<file path="config.mk">
export PLATFORM = sky130hd
export DESIGN_NAME = sys_control2_pgood_filter
export DESIGN_NICKNAME = d
export VERILOG_FILES = /design/src/shared/sys_ctrl2_pkg.sv /design/src/sys_control2_pgood_filter.sv /design/src/good_flag_filter.sv
export VERILOG_INCLUDE_DIRS = /design/src /design/src/shared
export SDC_FILE = /design/constraint.sdc
export NUM_CORES = 1
export LEC_CHECK = 0
export BUFFER_PORTS_ARGS = -buffer_cell sky130_fd_sc_hd__buf_2
export CAP_MARGIN = 25
export CORE_ASPECT_RATIO = 1.5
export CORE_MARGIN = 4
export CORE_UTILIZATION = 50
export DETAILED_ROUTE_END_ITERATION = 7
export GPL_TIMING_DRIVEN = 1
export PLACE_DENSITY_LB_ADDON = 0.3
export SYNTH_ARGS = -nofsm -noshare
export SYNTH_HDL_FRONTEND = slang
export SYNTH_SLANG_ARGS = --single-unit
</file>
<file path="constraint.sdc">
create_clock -name clk_sys -period 1.75 [get_ports clk_sys]
set_input_delay 0.35 -clock clk_sys [delete_from_list [all_inputs] [get_ports clk_sys]]
set_output_delay 0.35 -clock clk_sys [all_outputs]
set_load 0.005 [all_outputs]
</file>
<file path="src/shared/sys_ctrl2_defs.svh">
// Offsets, field positions, reset values and timing counts of the second control register
`ifndef SYS_CTRL2_DEFS_SVH
`define SYS_CTRL2_DEFS_SVH
`define SC2_OFFSET 8'h02
`define SC2_RESET 8'hC1
`define SC2_FILT_MSB 7
`define SC2_FILT_LSB 6
`define SC2_FREQ_MSB 5
`define SC2_FREQ_LSB 4
`define SC2_SSTOP_BIT 3
`define SC2_ILIM_MSB 2
`define SC2_ILIM_LSB 0
`define SC2_CLK_MHZ 10
`define SC2_DLY0_US 1
`define SC2_DLY1_US 6
`define SC2_DLY2_US 12
`define SC2_DLY3_US 30
`define SC2_DLY0_CYC 9
`define SC2_DLY1_CYC (`SC2_DLY1_US * `SC2_CLK_MHZ)
`define SC2_DLY2_CYC (`SC2_DLY2_US * `SC2_CLK_MHZ)
`define SC2_DLY3_CYC (`SC2_DLY3_US * `SC2_CLK_MHZ)
`define SC2_TON_500K 16'h0014
`define SC2_TON_750K 16'h000D
`define SC2_TON_1M 16'h000A
`define SC2_TON_1M25 16'h0008
`define SC2_STOP_STEP 16'h000A
`endif

</file>
<file path="src/shared/sys_ctrl2_pkg.sv">
// Types of the second control register block
package sys_ctrl2_pkg;
  typedef struct packed {
    logic [1:0] filt_code;
    logic [1:0] freq_code;
    logic soft_stop;
    logic [2:0] ilim_code;
  } ctrl2_fields_t;
  typedef enum logic [1:0] {
    ST_RUN = 2'b00,
    ST_RAMP = 2'b01,
    ST_OFF = 2'b10
  } stop_state_t;
  typedef struct packed {
    logic peak_en;
    logic valley_en;
    logic [2:0] code;
  } ilim_sel_t;
endpackage : sys_ctrl2_pkg

</file>
<file path="src/sys_control2_pgood_filter.sv">
// Second system control register with power-good deglitch, frequency, soft stop, current limit
`timescale 1ns/100ps
`include "sys_ctrl2_defs.svh"
module sys_control2_pgood_filter #(
  parameter int CW = 12,
  parameter int RW = 8
) (
  input wire logic clk_sys,
  input wire logic rstn,
  input wire logic en_pin,
  input wire logic sw_enable,
  input wire logic reg_wr,
  input wire logic reg_rd,
  input wire logic [7:0] reg_addr,
  input wire logic [7:0] reg_wdata,
  output logic [7:0] reg_rdata,
  output logic reg_rvalid,
  input wire logic over_voltage_trip,
  input wire logic under_voltage_trip,
  output logic power_good_output,
  output logic [15:0] on_time_cyc,
  output logic [1:0] freq_code,
  output sys_ctrl2_pkg::ilim_sel_t ilim_sel,
  output logic converter_on,
  output logic bus_active,
  output logic discharge_active,
  output logic output_floating,
  output logic [RW-1:0] ramp_level
);
  // ==========================================
  // Reset release
  logic [1:0] rst_sync;
  logic rst_n;
  always_ff @(posedge clk_sys or negedge rstn)
  begin
    if (!rstn)
    begin
      rst_sync <= 2'h0;
    end
    else
    begin
      rst_sync <= {rst_sync[0], 1'b1};
    end
  end
  assign rst_n = rst_sync[1];

  // ==========================================
  // State
  typedef struct packed {
    sys_ctrl2_pkg::ctrl2_fields_t fields;
    logic [7:0] rdata;
    logic rvalid;
    sys_ctrl2_pkg::stop_state_t stop;
    logic [15:0] step_cnt;
    logic [RW-1:0] level;
    logic [15:0] ton;
  } top_state_t;
  top_state_t st_reg;
  top_state_t st_next;
  logic run_req;
  logic bus_on;
  logic [CW-1:0] delay_cyc;
  logic raw_good;

  assign bus_on = en_pin;
  assign run_req = en_pin && sw_enable;
  assign raw_good = !(over_voltage_trip || under_voltage_trip);

  always_comb
  begin
    unique case (st_reg.fields.filt_code)
      2'b00: delay_cyc = CW'(`SC2_DLY0_CYC);
      2'b01: delay_cyc = CW'(`SC2_DLY1_CYC);
      2'b10: delay_cyc = CW'(`SC2_DLY2_CYC);
      2'b11: delay_cyc = CW'(`SC2_DLY3_CYC);
    endcase
  end

  always_comb
  begin
    st_next = st_reg;
    st_next.rvalid = 1'b0;
    if (bus_on && reg_wr && reg_addr == `SC2_OFFSET)
    begin
      st_next.fields = reg_wdata;
    end
    if (bus_on && reg_rd)
    begin
      st_next.rvalid = 1'b1;
      st_next.rdata = (reg_addr == `SC2_OFFSET) ? st_reg.fields : 8'h00;
    end
    unique case (st_reg.fields.freq_code)
      2'b00: st_next.ton = `SC2_TON_500K;
      2'b01: st_next.ton = `SC2_TON_750K;
      2'b10: st_next.ton = `SC2_TON_1M;
      2'b11: st_next.ton = `SC2_TON_1M25;
    endcase
    unique case (st_reg.stop)
      sys_ctrl2_pkg::ST_RUN:
      begin
        st_next.level = '1;
        if (!run_req)
        begin
          st_next.step_cnt = 16'h0000;
          st_next.stop = st_reg.fields.soft_stop ? sys_ctrl2_pkg::ST_RAMP
                                                 : sys_ctrl2_pkg::ST_OFF;
        end
      end
      sys_ctrl2_pkg::ST_RAMP:
      begin
        if (run_req)
        begin
          st_next.stop = sys_ctrl2_pkg::ST_RUN;
        end
        else if (st_reg.level == '0)
        begin
          st_next.stop = sys_ctrl2_pkg::ST_OFF;
        end
        else if (st_reg.step_cnt + 16'h0001 >= `SC2_STOP_STEP)
        begin
          st_next.step_cnt = 16'h0000;
          st_next.level = st_reg.level - RW'(1);
        end
        else
        begin
          st_next.step_cnt = st_reg.step_cnt + 16'h0001;
        end
      end
      sys_ctrl2_pkg::ST_OFF:
      begin
        st_next.level = '0;
        if (run_req)
        begin
          st_next.stop = sys_ctrl2_pkg::ST_RUN;
        end
      end
      default:
      begin
        st_next.stop = sys_ctrl2_pkg::ST_OFF;
      end
    endcase
  end

  always_ff @(posedge clk_sys or negedge rst_n)
  begin
    if (!rst_n)
    begin
      st_reg <= '0;
      st_reg.fields <= `SC2_RESET;
      st_reg.stop <= sys_ctrl2_pkg::ST_OFF;
      st_reg.ton <= `SC2_TON_500K;
    end
    else
    begin
      st_reg <= st_next;
    end
  end

  // ==========================================
  // Power-good deglitch
  good_flag_filter #(.CW(CW)) u_filter (
    .clk_sys(clk_sys),
    .rst_n(rst_n),
    .raw_in(raw_good),
    .delay_cyc(delay_cyc),
    .filt_out(power_good_output)
  );

  // ==========================================
  // Outputs
  assign reg_rdata = st_reg.rdata;
  assign reg_rvalid = st_reg.rvalid;
  assign on_time_cyc = st_reg.ton;
  assign freq_code = st_reg.fields.freq_code;
  assign ilim_sel = '{peak_en: 1'b1, valley_en: 1'b1, code: st_reg.fields.ilim_code};
  assign converter_on = (st_reg.stop == sys_ctrl2_pkg::ST_RUN);
  assign bus_active = bus_on;
  assign discharge_active = (st_reg.stop == sys_ctrl2_pkg::ST_RAMP);
  assign output_floating = (st_reg.stop == sys_ctrl2_pkg::ST_OFF) && !st_reg.fields.soft_stop;
  assign ramp_level = st_reg.level;

  // ==========================================
  // Checks
  a_enable_pin_off: assert property (@(posedge clk_sys) disable iff (!rst_n)
    !en_pin |=> !converter_on)
    else $error("converter on with enable pin low");
  a_read_stored_value: assert property (@(posedge clk_sys) disable iff (!rst_n)
    (en_pin && reg_rd && reg_addr == 8'h02 && !reg_wr) |=> reg_rdata == $past(st_reg.fields))
    else $error("read data differs from stored value");
  a_write_takes_effect: assert property (@(posedge clk_sys) disable iff (!rst_n)
    (en_pin && reg_wr && reg_addr == 8'h02) |=> freq_code == $past(reg_wdata[5:4]))
    else $error("frequency field not written");
  a_ton_follows_code: assert property (@(posedge clk_sys) disable iff (!rst_n)
    (freq_code == 2'b11 && $stable(freq_code)) |=> on_time_cyc == 16'h0008)
    else $error("on-time not from frequency code");
  a_no_discharge_off: assert property (@(posedge clk_sys) disable iff (!rst_n)
    (converter_on && !run_req && !st_reg.fields.soft_stop) |=> !discharge_active)
    else $error("discharge with soft stop clear");
  a_ramp_starts: assert property (@(posedge clk_sys) disable iff (!rst_n)
    (converter_on && !run_req && st_reg.fields.soft_stop) |=> discharge_active)
    else $error("soft stop ramp not started");
  a_ramp_monotonic: assert property (@(posedge clk_sys) disable iff (!rst_n)
    (discharge_active && $past(discharge_active)) |-> ramp_level <= $past(ramp_level))
    else $error("ramp level rose during discharge");
  a_limit_both: assert property (@(posedge clk_sys) disable iff (!rst_n)
    ilim_sel.peak_en && ilim_sel.valley_en && ilim_sel.code == st_reg.fields.ilim_code)
    else $error("limit code not on both thresholds");
  a_filter_delay_30: assert property (@(posedge clk_sys) disable iff (!rst_n)
    (st_reg.fields.filt_code == 2'b11) |-> delay_cyc == CW'(300))
    else $error("wrong deglitch count");
  a_good_holds: assert property (@(posedge clk_sys) disable iff (!rst_n)
    ($rose(raw_good) && delay_cyc == CW'(60) && !power_good_output) |=> !power_good_output)
    else $error("power good rose without delay");
endmodule : sys_control2_pgood_filter

</file>
<file path="src/good_flag_filter.sv">
// Deglitch timer that delays both edges of the power-good indication
`timescale 1ns/100ps
`include "sys_ctrl2_defs.svh"
module good_flag_filter #(
  parameter int CW = 12
) (
  input wire logic clk_sys,
  input wire logic rst_n,
  input wire logic raw_in,
  input wire logic [CW-1:0] delay_cyc,
  output logic filt_out
);
  typedef struct packed {
    logic out;
    logic [CW-1:0] cnt;
  } filt_state_t;
  filt_state_t st_reg;
  filt_state_t st_next;

  always_comb
  begin
    st_next = st_reg;
    if (raw_in == st_reg.out)
    begin
      st_next.cnt = '0;
    end
    else if (st_reg.cnt + CW'(1) >= delay_cyc)
    begin
      st_next.out = raw_in;
      st_next.cnt = '0;
    end
    else
    begin
      st_next.cnt = st_reg.cnt + CW'(1);
    end
  end

  always_ff @(posedge clk_sys or negedge rst_n)
  begin
    if (!rst_n)
    begin
      st_reg <= '0;
    end
    else
    begin
      st_reg <= st_next;
    end
  end

  assign filt_out = st_reg.out;

  a_filter_no_early: assert property (@(posedge clk_sys) disable iff (!rst_n)
    $changed(filt_out) |-> $past(raw_in) == filt_out)
    else $error("power good changed against raw level");
endmodule : good_flag_filter

</file>
After elaboration in Yosys (flattened, before gate mapping)
Index checks and enable logic that the tools add are counted.

Add/subtract/negate cells: 3. Muxes and demuxes: 18. Bitwise gates (word level): 1. Order comparisons: 2. Equality and inequality tests: 16. Reductions and logical operators: 18.

Operators with widths (number): $pmux W16 S4 (1); $mux W24 (2); $pmux W12 S4 (1); $pmux W16 S2 (1); $mux W12 (2); $pmux W8 S3 (1); $mux W18 (1); $add A16 B1 Y16 const B (1); $ge A16 B4 Y1 const B (1); $mux W16 (1); $mux W8 (2); $add A12 B1 Y12 const B (1); $ge A12 B12 Y1 (1); $eq A2 B2 Y1 const B (5); $eq A8 B2 Y1 const B (1); $logic_not A8 Y1 (1); $mux W2 (4); $ne A2 B2 Y1 const B (4); $reduce_and A4 Y1 (2); $sub A8 B1 Y8 const B (1); $eq A2 B1 Y1 const B (3); $logic_not A2 Y1 (3); $pmux W2 S3 (1); $logic_and A1 B1 Y1 (5); other kinds (11) (12).

Register bits: 74. Input port bits: 24. Logic and storage cells: 71. Output and inout port bits: 45.

Depth between registers and ports, before layout
Gate-level depths: netlist (run 1).

Depth after elaboration: 6. Depth in mapped cells: 11. Mapped depth without buffers: 11.

Cells and area by module
From an unflattened synthesis (run 1), not the netlist that was laid out.

Cells, all modules: 394. Area total of the unflattened synthesis: 3807.4 um^2.

By module, submodules not included: sys_control2_pgood_filter (sequential area each 1258.7 um^2, cells each 302, area an instance 2861.5 um^2, times used 1); good_flag_filter (sequential area each 325.3 um^2, cells each 92, area an instance 945.9 um^2, times used 1).

Worst setup path after synthesis (run 1)
No wires, ideal clock.

Path type: flip-flop to flip-flop. Start: register st_reg[57] in the netlist's numbering. End: register u_filter.st_reg[2] in the netlist's numbering. Clock period less this slack: 2.414 ns. Data required time: 1.673 ns. Cell stages (with the launch flop): 10. Data arrival time: 2.336 ns. Path buffers: 0. Library setup time: 0.077 ns. Setup slack: -0.664 ns. Cells stage by stage: dfstp_2 -> inv_1 -> ha_1 -> ha_1 -> or3b_2 -> a21oi_1 -> o31ai_1 -> o21ai_0 -> nand4_1 -> nor2b_1.

RTL lines: from (decl) (line sys_control2_pgood_filter.sv:58) `top_state_t st_reg;`; from (signal assigned) (line sys_control2_pgood_filter.sv:155) `st_reg <= st_next;`; to (signal assigned) (line good_flag_filter.sv:46) `st_reg <= st_next;`; to (decl) (line good_flag_filter.sv:17) `filt_state_t st_reg;`.

==> results of run 1 <==
## what timing repair did
item	in CTS	in global routing
setup buffers	11	9
cloned	2	0
hold buffers	1	0
gates resized for setup	44	28
pin swaps	27	21
setup endpoints to repair	34	36
hold endpoints to repair	2	0
## layout make-up
class | instances | share of cell area
Clock inverter | 6 | 0.00887
Multi-Input combinational cell | 235 | 0.390
Inverter | 15 | 0.0119
Timing Repair Buffer | 154 | 0.220
Sequential cell | 63 | 0.322
Clock buffer | 10 | 0.0279
Tap cell | 78 | 0.0198
## cell families after synthesis
logic type / after synthesis / synth area share
flip-flops: 63 / 0.447
other: 2 / 0.00212
XOR/XNOR: 19 / 0.0470
adder cells (fa/ha/maj): 15 / 0.0530
buffers and inverters: 62 / 0.108
AND/OR/NAND/NOR: 121 / 0.188
multiplexers: 17 / 0.0618
AO/OA/AOI/OAI: 46 / 0.0919
## power breakdown
| part | switching (uW) | total, uW | internal (uW) |
|---|---|---|---|
| clock network | 603 | 1160 | 557 |
| registers | 29.6 | 1530 | 1500 |
| logic | 197 | 420 | 223 |
| total | 830 | 3110 | 2280 |
## Yosys cell counts, drive strengths merged, types with 3 or more instances
| cell type | instances | area [um2] |
|---|---|---|
| inv | 15 | 56.3 |
| clkbuf | 6 | 22.5 |
| ha | 15 | 188 |
| or2 | 3 | 18.8 |
| nor2 | 20 | 75.1 |
| xor2 | 7 | 61.3 |
| buf | 41 | 305 |
| and2 | 14 | 87.6 |
| nor3 | 6 | 35.0 |
| dfrtp | 57 | 1430 |
| dfstp | 6 | 158 |
| nand3 | 8 | 50.1 |
| xnor2 | 12 | 105 |
| nand4 | 7 | 50.1 |
| or3 | 3 | 18.8 |
| o31ai | 5 | 37.5 |
| a21oi | 13 | 76.3 |
| nor3b | 3 | 22.5 |
| nor4 | 5 | 52.6 |
| mux2 | 15 | 199 |
| o21ai | 12 | 60.1 |
| nand2 | 32 | 120 |
| nor2b | 11 | 68.8 |
## critical path: cells and delay by family, from the launching register on
family | cells | cell delay, ps
flops | 1 | 430
buf+inv | 1 | 200
xor+xnor | 1 | 200
simple gates | 4 | 580
fa+ha+maj | 1 | 280
compound gates | 4 | 620
## through the flow
step | power, uW | hold slack [ps] | std cells | cell area, um2
final | 3110 | 83.0 | 561 | 4940
after global routing | 3260 | 108 | 561 | 4940
after CTS | 3100 | 87.0 | 554 | 4770
after detailed placement | 1890 | 76.8 | 524 | 4300
after global placement | 1880 | 76.4 | 524 | 4300
after floorplan | 1760 | 54.4 | 360 | 3670
## worst max path at each step
stage / endpoint / cells past startpoint / slack, ps / startpoint
floorplan: u_filter.filt_out$_DFFE_PN0P_ / 11 / -450 / u_filter.st_reg[0]$_DFF_PN0_
global placement: u_filter.filt_out$_DFFE_PN0P_ / 11 / -560 / u_filter.st_reg[0]$_DFF_PN0_
detailed placement: ramp_level[3]$_DFFE_PN0P_ / 8 / -610 / st_reg[24]$_DFFE_PN0P_
CTS: u_filter.filt_out$_DFFE_PN0P_ / 9 / -570 / st_reg[58]$_DFFE_PN1P_
global route: u_filter.st_reg[8]$_DFF_PN0_ / 11 / -770 / u_filter.st_reg[2]$_DFF_PN0_
finish: u_filter.st_reg[8]$_DFF_PN0_ / 11 / -640 / u_filter.st_reg[2]$_DFF_PN0_
## per-layer routing
layer	vias up	GRT usage	share of wire
met5	-	0	0
met4	0	0.115	0.033
met3	26	0.0423	0.031
met2	65	0.377	0.58
met1	1393	0.201	0.36
li1	1394	-	-
==> impl_metrics.tcl, run 1 <==
set metrics [dict create \
    cts-root-buf "clkbuf_8" \
    grt_pass1_vias 2988 \
    rsz0062_at_grt "yes" \
    drt_iter0_drc 107 \
    port_buffers 55 \
    cts_buffer_depth 2 \
    drc 0 \
    start_util 0.513 \
    cpPeakStageDelay_ps 430 \
    register_area_um2 1590 \
    fillCellCount 472 \
    cts_tree "done" \
    cp_slowest_cell "dfrtp_2" \
    hold_path.class "reg2async" \
    critPathKind "reg2reg" \
    gp_congestion 0.826 \
    ir_drop_v 0.000447 \
    netlist-cell-type-count 55 \
    worst_setup_path_start_kind "flip-flop" \
    grt_first_pass_wirelength_mm 13.6 \
    violations "setup timing" \
    power_density_nw_per_um2 629 \
    core_area_um2 6900 \
    drv_cap 0 \
    dp_worst_setup_slack_ps -606 \
    r2r_slack_ps -640 \
    grt_max_degree 39 \
    r2r_start "u_filter.st_reg[2]$_DFF_PN0_" \
    cp_data_required_time_ps 2010 \
    tns_ps -12820 \
    track_usage 0.202 \
    path_cells "nand3_1, nor2_1, xor2_1, ha_1, a21o_1, a21oi_2, o31ai_2, o21ai_1, nand4_1, buf_4, nor2b_1" \
    largest_reg_flops 21 \
    r2r_cells 11 \
    cts_sinks 63 \
    post-route-util 0.716 \
    clock_latency_ps 340 \
    p_leak_uw 0.00249 \
    hpwl_mm 5.84 \
    synth_edf_count 0 \
    setup_viol 34 \
    ant_nets 0 \
    syn_avg_cell_area_um2 10.3 \
    diodes 0 \
    nNetsFinal 517 \
    cts.reportedPaths.clkPinSlew_ps 80 \
    vias 2878 \
    synth_warnings 0 \
    die_h_um 111 \
    synthCells 345 \
    routed_wl_mm 8.68 \
    dr.pass1.iters 4 \
    period_minus_slack_ps 2390 \
    status "complete, but fails checks" \
    dieArea_um2 8520 \
    cp-end-kind "flip-flop" \
    overflow 0 \
    fin_crit_sh 1.37 \
    netlist_area_um2 3540 \
    fp.dieW_um 76.7 \
    io_pins 69 \
    avgRoutedWirePerCell_um 15.5 \
    numCtsBuffers 9 \
    fin_skew_ps 14.1 \
    fmax_ghz 0.418 \
    area_growth_pct 39.5 \
    synthArstFlopShare 1.00 \
    hold_viol 0 \
    final_layout_size_suffix_gt1_frac 0.538 \
    cts_max_level 3 \
    report.final.slew_viol_count 0 \
    final_common_cell "buf_4" \
    rows 37 \
    antenna_found_initial 0 \
    synth-main-ff-cell "dfrtp_1" \
    vias_per_cell 5.13 \
    r2r-end "u_filter.st_reg[8]$_DFF_PN0_" \
    ys_seq_area_frac 0.447 \
    multi_input_area_um2 1930 \
    cp.arrival_ps 2660 \
    worst_slack_ps -642 \
    worstPathMaxFanout 4 \
    final_cell_mix "84 x buf_4, 55 x buf_2, 53 x dfrtp_1, 29 x nand2_1, 17 x conb_1" \
    synth.ff_latch_count 63 \
]
(Power assumes the default switching activity.)
==> inputs of run 2 (changes only) <==
--- a/config.mk
+++ b/config.mk
@@ -7,10 +7,10 @@
 export NUM_CORES = 1
 export LEC_CHECK = 0
 export BUFFER_PORTS_ARGS = -buffer_cell sky130_fd_sc_hd__buf_2
-export CAP_MARGIN = 25
+export CAP_MARGIN = 5
 export CORE_ASPECT_RATIO = 1.5
-export CORE_MARGIN = 4
 export CORE_UTILIZATION = 50
+export CTS_CLUSTER_DIAMETER = 40
 export DETAILED_ROUTE_END_ITERATION = 7
 export GPL_TIMING_DRIVEN = 1
 export PLACE_DENSITY_LB_ADDON = 0.3
==> run 2 against run 1 <==
The run ends with DRC, setup timing left. Via count rose by 1.2%. Sequential power barely moved. Power rose by 4.4%. Critical endpoint is now ramp_level[6]$_DFFE_PN0P_. Largest cell class unchanged. Highest routed layer unchanged.
==> impl_metrics.tcl, run 2 (synthesis gave the netlist of run 1 again) <==
set metrics [dict create \
    grt_first_pass_wirelength_mm 13.4 \
    p_leak_uw 0.00246 \
    dieArea_um2 7430 \
    cts_sinks 63 \
    hold_viol 0 \
    fin_skew_ps 11.1 \
    cts_buffer_depth 2 \
    drv_cap 0 \
    dr.pass1.iters 7 \
    cpPeakStageDelay_ps 440 \
    gp_congestion 0.889 \
    clock_latency_ps 350 \
    report.final.slew_viol_count 0 \
    vias_per_cell 5.31 \
    min_from "reg_wdata[5]" \
    drc 8 \
    grt_pass1_vias 2995 \
    critPathBufInv 3 \
    tns_ps -10080 \
    place_inst 517 \
    whs_path_depth 3 \
    power_density_nw_per_um2 664 \
    rows 37 \
    r2r-end "ramp_level[6]$_DFFE_PN0P_" \
    worst_setup_path_start_kind "flip-flop" \
    period_minus_slack_ps 2280 \
    cp.arrival_ps 2510 \
    ant_nets 0 \
    final_cells 549 \
    critPathTopFamily "compound AO/OA/AOI/OAI gates" \
    cts_max_level 3 \
    vias 2913 \
    io_pins 69 \
    hold_path.class "in2reg" \
    status "complete, but fails checks" \
    track_usage 0.231 \
    r2r_start "st_reg[25]$_DFFE_PN0P_" \
    drt_iter0_drc 120 \
    final_cell_area_um2 4880 \
    overflow 0 \
    worst_slack_ps -529 \
    cts-root-buf "clkbuf_8" \
    ir_drop_v 0.000428 \
    largest_reg_flops 21 \
    numCtsBuffers 9 \
    setup_viol 31 \
    avgRoutedWirePerCell_um 15.1 \
    port_buffers 55 \
    r2r_slack_ps -530 \
    diodes 0 \
    die_h_um 105 \
    violations "DRC, setup timing" \
    fp.dieW_um 70.7 \
    area_growth_pct 37.9 \
    cp_slowest_cell "dfrtp_2" \
    dp_worst_setup_slack_ps -620 \
    nNetsFinal 505 \
    hpwl_mm 5.55 \
    critPathKind "reg2reg" \
    cp-end-kind "flip-flop" \
    antenna_found_initial 0 \
    fin_crit_sh 1.30 \
    r2r_cells 10 \
    cts_tree "done" \
    cts.reportedPaths.clkPinSlew_ps 70 \
    final_layout_size_suffix_gt1_frac 0.524 \
    cp_data_required_time_ps 1980 \
    rsz0062_at_grt "yes" \
    worstPathMaxFanout 8 \
    final_common_cell "buf_4" \
    dpl_cell_area_um2 4260 \
    start_util 0.517 \
    core_area_um2 6850 \
    total_power_uw 3240 \
    fillCellCount 494 \
    fmax_ghz 0.439 \
    grt_max_degree 62 \
    path_cells "inv_2, ha_4, and3b_1, a211oi_2, a2bb2oi_2, a2111oi_4, buf_4, a21oi_4, buf_12, mux2_4" \
    holdPathEnd "freq_code[1]$_DFFE_PN0P_" \
    final_cell_mix "70 x buf_4, 55 x buf_2, 52 x dfrtp_1, 28 x nand2_1, 17 x conb_1" \
    routed_wl_mm 8.31 \
]
==> run 2: changes by cell type in the layout (fill, tap and decap cells not counted), sizes merged <==
cell,change
bufinv,+1
buf,-12
clkinv,-1
==> run 2: how the worst max path moves through the flow <==
stage                                            start                             to  depth (start not counted)
after floorplan           u_filter.st_reg[0]$_DFF_PN0_  u_filter.filt_out$_DFFE_PN0P_                         11
after global placement    u_filter.st_reg[0]$_DFF_PN0_  u_filter.filt_out$_DFFE_PN0P_                         11
after detailed placement        st_reg[24]$_DFFE_PN0P_      ramp_level[6]$_DFFE_PN0P_                          8
after CTS                       st_reg[57]$_DFFE_PN1P_  u_filter.filt_out$_DFFE_PN0P_                          9
after global routing            st_reg[57]$_DFFE_PN1P_  u_filter.filt_out$_DFFE_PN0P_                         11
final                           st_reg[25]$_DFFE_PN0P_      ramp_level[6]$_DFFE_PN0P_                         10
==> run 2: metal layers <==
| metal | global-route usage | vias up | part of all wire | wire length [um] |
|---|---|---|---|---|
| met4 | 0.124 | 0 | 0.031 | 258 |
| li1 | - | 1363 | - | - |
| met5 | 0 | - | 0 | 0 |
| met3 | 0.0579 | 22 | 0.038 | 312 |
| met2 | 0.424 | 71 | 0.57 | 4760 |
| met1 | 0.232 | 1457 | 0.36 | 2980 |
==> run 2: area by class of cell <==
class	instances	area (um2)	share of cell area
clock inverters	6	68.8	0.0141
flip-flops and latches	63	1590	0.326
multi-input cells	235	1920	0.394
well taps	78	97.6	0.0200
inverters	15	56.3	0.0115
clock buffers	10	138	0.0282
repair buffers	142	1010	0.207
==> run 2: repair_timing <==
| action | 4_1_cts | 5_1_grt |
|---|---|---|
| pin swaps | 29 | 19 |
| setup endpoints to repair | 34 | 35 |
| hold buffers | 1 | 0 |
| hold endpoints to repair | 2 | 0 |
| gates cloned | 2 | 0 |
| buffers inserted | 12 | 5 |
| gates resized for setup | 42 | 32 |
==> run 2: worst min-delay path: stages <==
cell	delay, ps
buf_2	80
nand2_1	40
o21ai_0	60
==> run 2: stage by stage <==
stage	hold WS, ps	utilization
final	224	0.713
after global routing	222	0.713
after CTS	213	0.694
after detailed placement	136	0.622
after global placement	134	0.622
after floorplan	54.4	-
==> run 2: report_power, final <==
part	internal, uW	switching, uW
clock	703	603
combinational	216	193
sequential	1500	31.5
==> inputs of run 3 (changes only) <==
--- a/config.mk
+++ b/config.mk
@@ -9,11 +9,10 @@
 export BUFFER_PORTS_ARGS = -buffer_cell sky130_fd_sc_hd__buf_2
 export CAP_MARGIN = 5
 export CORE_ASPECT_RATIO = 1.5
-export CORE_UTILIZATION = 50
+export CORE_UTILIZATION = 40
 export CTS_CLUSTER_DIAMETER = 40
 export DETAILED_ROUTE_END_ITERATION = 7
-export GPL_TIMING_DRIVEN = 1
-export PLACE_DENSITY_LB_ADDON = 0.3
+export GPL_TIMING_DRIVEN = 0
 export SYNTH_ARGS = -nofsm -noshare
 export SYNTH_HDL_FRONTEND = slang
 export SYNTH_SLANG_ARGS = --single-unit
==> run 3 against run 2 <==
The flow finishes with violations (setup timing). Sequential share of layout area up 0.077 points. Routed wire length down 9.0%. Critical path depth down 1. Register-to-register slack about the same. Clock power up 52%. Hold slack better by 19 ps. Clock skew down 1.4 ps. Sequential power about the same. Final area about the same. Die area up 24%. Global-route usage down 5.5 points. Critical endpoint unchanged. Largest power group is now clock. Highest routed layer unchanged.
==> impl_metrics.tcl, run 3 (synthesis gave the netlist of run 1 again) <==
set metrics [dict create \
    power_density_nw_per_um2 798 \
    path_cells "inv_2, ha_4, inv_1, o41ai_2, a2bb2oi_2, a2111oi_4, a21oi_4, buf_12, mux2_4" \
    avgRoutedWirePerCell_um 13.3 \
    worst_setup_path_start_kind "flip-flop" \
    hpwl_mm 5.10 \
    worstMarginPinSlew_ps 745 \
    hold_viol 0 \
    grt_pass1_vias 2680 \
    clock_latency_ps 330 \
    overflow 0 \
    swShare 0.208 \
    cp_slowest_cell "dfrtp_2" \
    switching_power_uw 812 \
    cts_max_level 3 \
    post-route-util 0.574 \
    cp_data_required_time_ps 1960 \
    gp_congestion 0.731 \
    cp-end-kind "flip-flop" \
    nNetsFinal 494 \
    worst_slack_ps -541 \
    port_buffers 55 \
    fmax_ghz 0.436 \
    critPathKind "reg2reg" \
    status "complete, but fails checks" \
    rsz0062_at_grt "yes" \
    fillCellCount 747 \
    seq_power_share 0.396 \
    cts_tree "done" \
    cp.arrival_ps 2500 \
    final_cells 567 \
    dr.pass1.iters 4 \
    p_clk_frac 0.510 \
    intPower_uw 3090 \
    worstPathMaxFanout 8 \
    fin_crit_sh 1.31 \
    setup_viol 22 \
    die_h_um 117 \
    dpl_cell_area_um2 4100 \
    ir_drop_v 0.000465 \
    numCtsBuffers 9 \
    vias_per_cell 4.76 \
    period_minus_slack_ps 2290 \
    cpPeakStageDelay_ps 410 \
    drt_iter0_drc 101 \
    rows 41 \
    drv_cap 0 \
    grt_first_pass_wirelength_mm 12.3 \
    drc 0 \
    largest_reg_flops 21 \
    dp_worst_setup_slack_ps -866 \
    power_frac_comb 0.094 \
    area_growth_pct 38.0 \
    fp.dieW_um 78.8 \
    violations "setup timing" \
    dieArea_um2 9240 \
    start_util 0.416 \
    routed_wl_mm 7.56 \
    whs_ps 243 \
    diodes 0 \
    place_inst 523 \
    cts-root-buf "clkbuf_16" \
    grt_max_degree 32 \
    track_usage 0.175 \
    antenna_found_initial 0 \
    final_cell_mix "65 x buf_4, 55 x buf_2, 48 x dfrtp_1, 30 x nand2_1, 18 x nor2_1" \
    ant_nets 0 \
    final_layout_size_suffix_gt1_frac 0.476 \
    p_leak_uw 0.00243 \
    relSlewSlack 0.504 \
    vias 2700 \
    final_common_cell "buf_4" \
    cts_sinks 63 \
    cts_buffer_depth 2 \
    io_pins 69 \
    core_area_um2 8520 \
    final_cell_area_um2 4890 \
    report.final.slew_viol_count 0 \
    hold_path.class "in2reg" \
    fin_skew_ps 9.68 \
    cts.reportedPaths.clkPinSlew_ps 50 \
]
[run 3: final timing paths]
kind	from	to	slack, ps	cells after the start
max	st_reg[25]$_DFFE_PN0P_	ramp_level[6]$_DFFE_PN0P_	-540	9
max reg2reg	st_reg[25]$_DFFE_PN0P_	ramp_level[6]$_DFFE_PN0P_	-540	9
min reg2reg	rst_sync[1]$_DFF_PN0_	ramp_level[0]$_DFFE_PN0P_	340	0
min in group asynchronous	rstn	rst_sync[1]$_DFF_PN0_	330	2
min	reg_wdata[5]	freq_code[1]$_DFFE_PN0P_	240	3
max in group asynchronous	rst_sync[1]$_DFF_PN0_	on_time_cyc[2]$_DFF_PN1_	720	1
[run 3: area by class of cell]
| cell class | count | area [um2] | share of cell area |
|---|---|---|---|
| timing repair buffer | 86 | 547 | 0.112 |
| buffer | 45 | 339 | 0.0694 |
| inverter | 15 | 58.8 | 0.0120 |
| clock buffer | 12 | 236 | 0.0484 |
| multi-input combinational | 235 | 1880 | 0.385 |
| tap | 107 | 134 | 0.0274 |
| sequential | 63 | 1600 | 0.327 |
| clock inverter | 4 | 95.1 | 0.0195 |
[run 3: routing by layer]
layer,track usage,wire (um)
met5,0,0
met4,0.0933,189
met3,0.0388,208
met2,0.322,4220
met1,0.186,2940
[run 3: timing repair]
action / CTS / global route
hold buffers: 1 / 0
setup buffers: 21 / 9
pin swaps: 13 / 12
resized for setup: 23 / 38
endpoints found under the hold margin: 2 / 0
setup endpoints to repair: 40 / 36
cloned: 0 / 0
[run 3: power groups by stage]
stage | sequential [uW] | clock [uW] | combinational [uW]
floorplan | 1570 | 0 | 197
CTS | 1540 | 2030 | 341
global route | 1550 | 2090 | 410
finish | 1540 | 1990 | 367
global placement | 1580 | 0 | 266
detailed placement | 1570 | 0 | 292
[run 3: critical path, delay by kind of cell, from the launching register on]
family	cells	cell delay, ps
AOI/OAI and AO/OA	4	900
adders and majority gates	1	280
DFF	1	410
buffers and inverters	3	290
muxes	1	290
[run 3: through the flow]
| step | setup TNS (ps) | total power [uW] |
|---|---|---|
| 4_1_cts | -11010 | 3920 |
| 6_report | -10180 | 3900 |
| 2_1_floorplan | -7890 | 1760 |
| 3_3_place_gp | -17230 | 1850 |
| 5_1_grt | -12060 | 4060 |
| 3_5_place_dp | -18270 | 1860 |
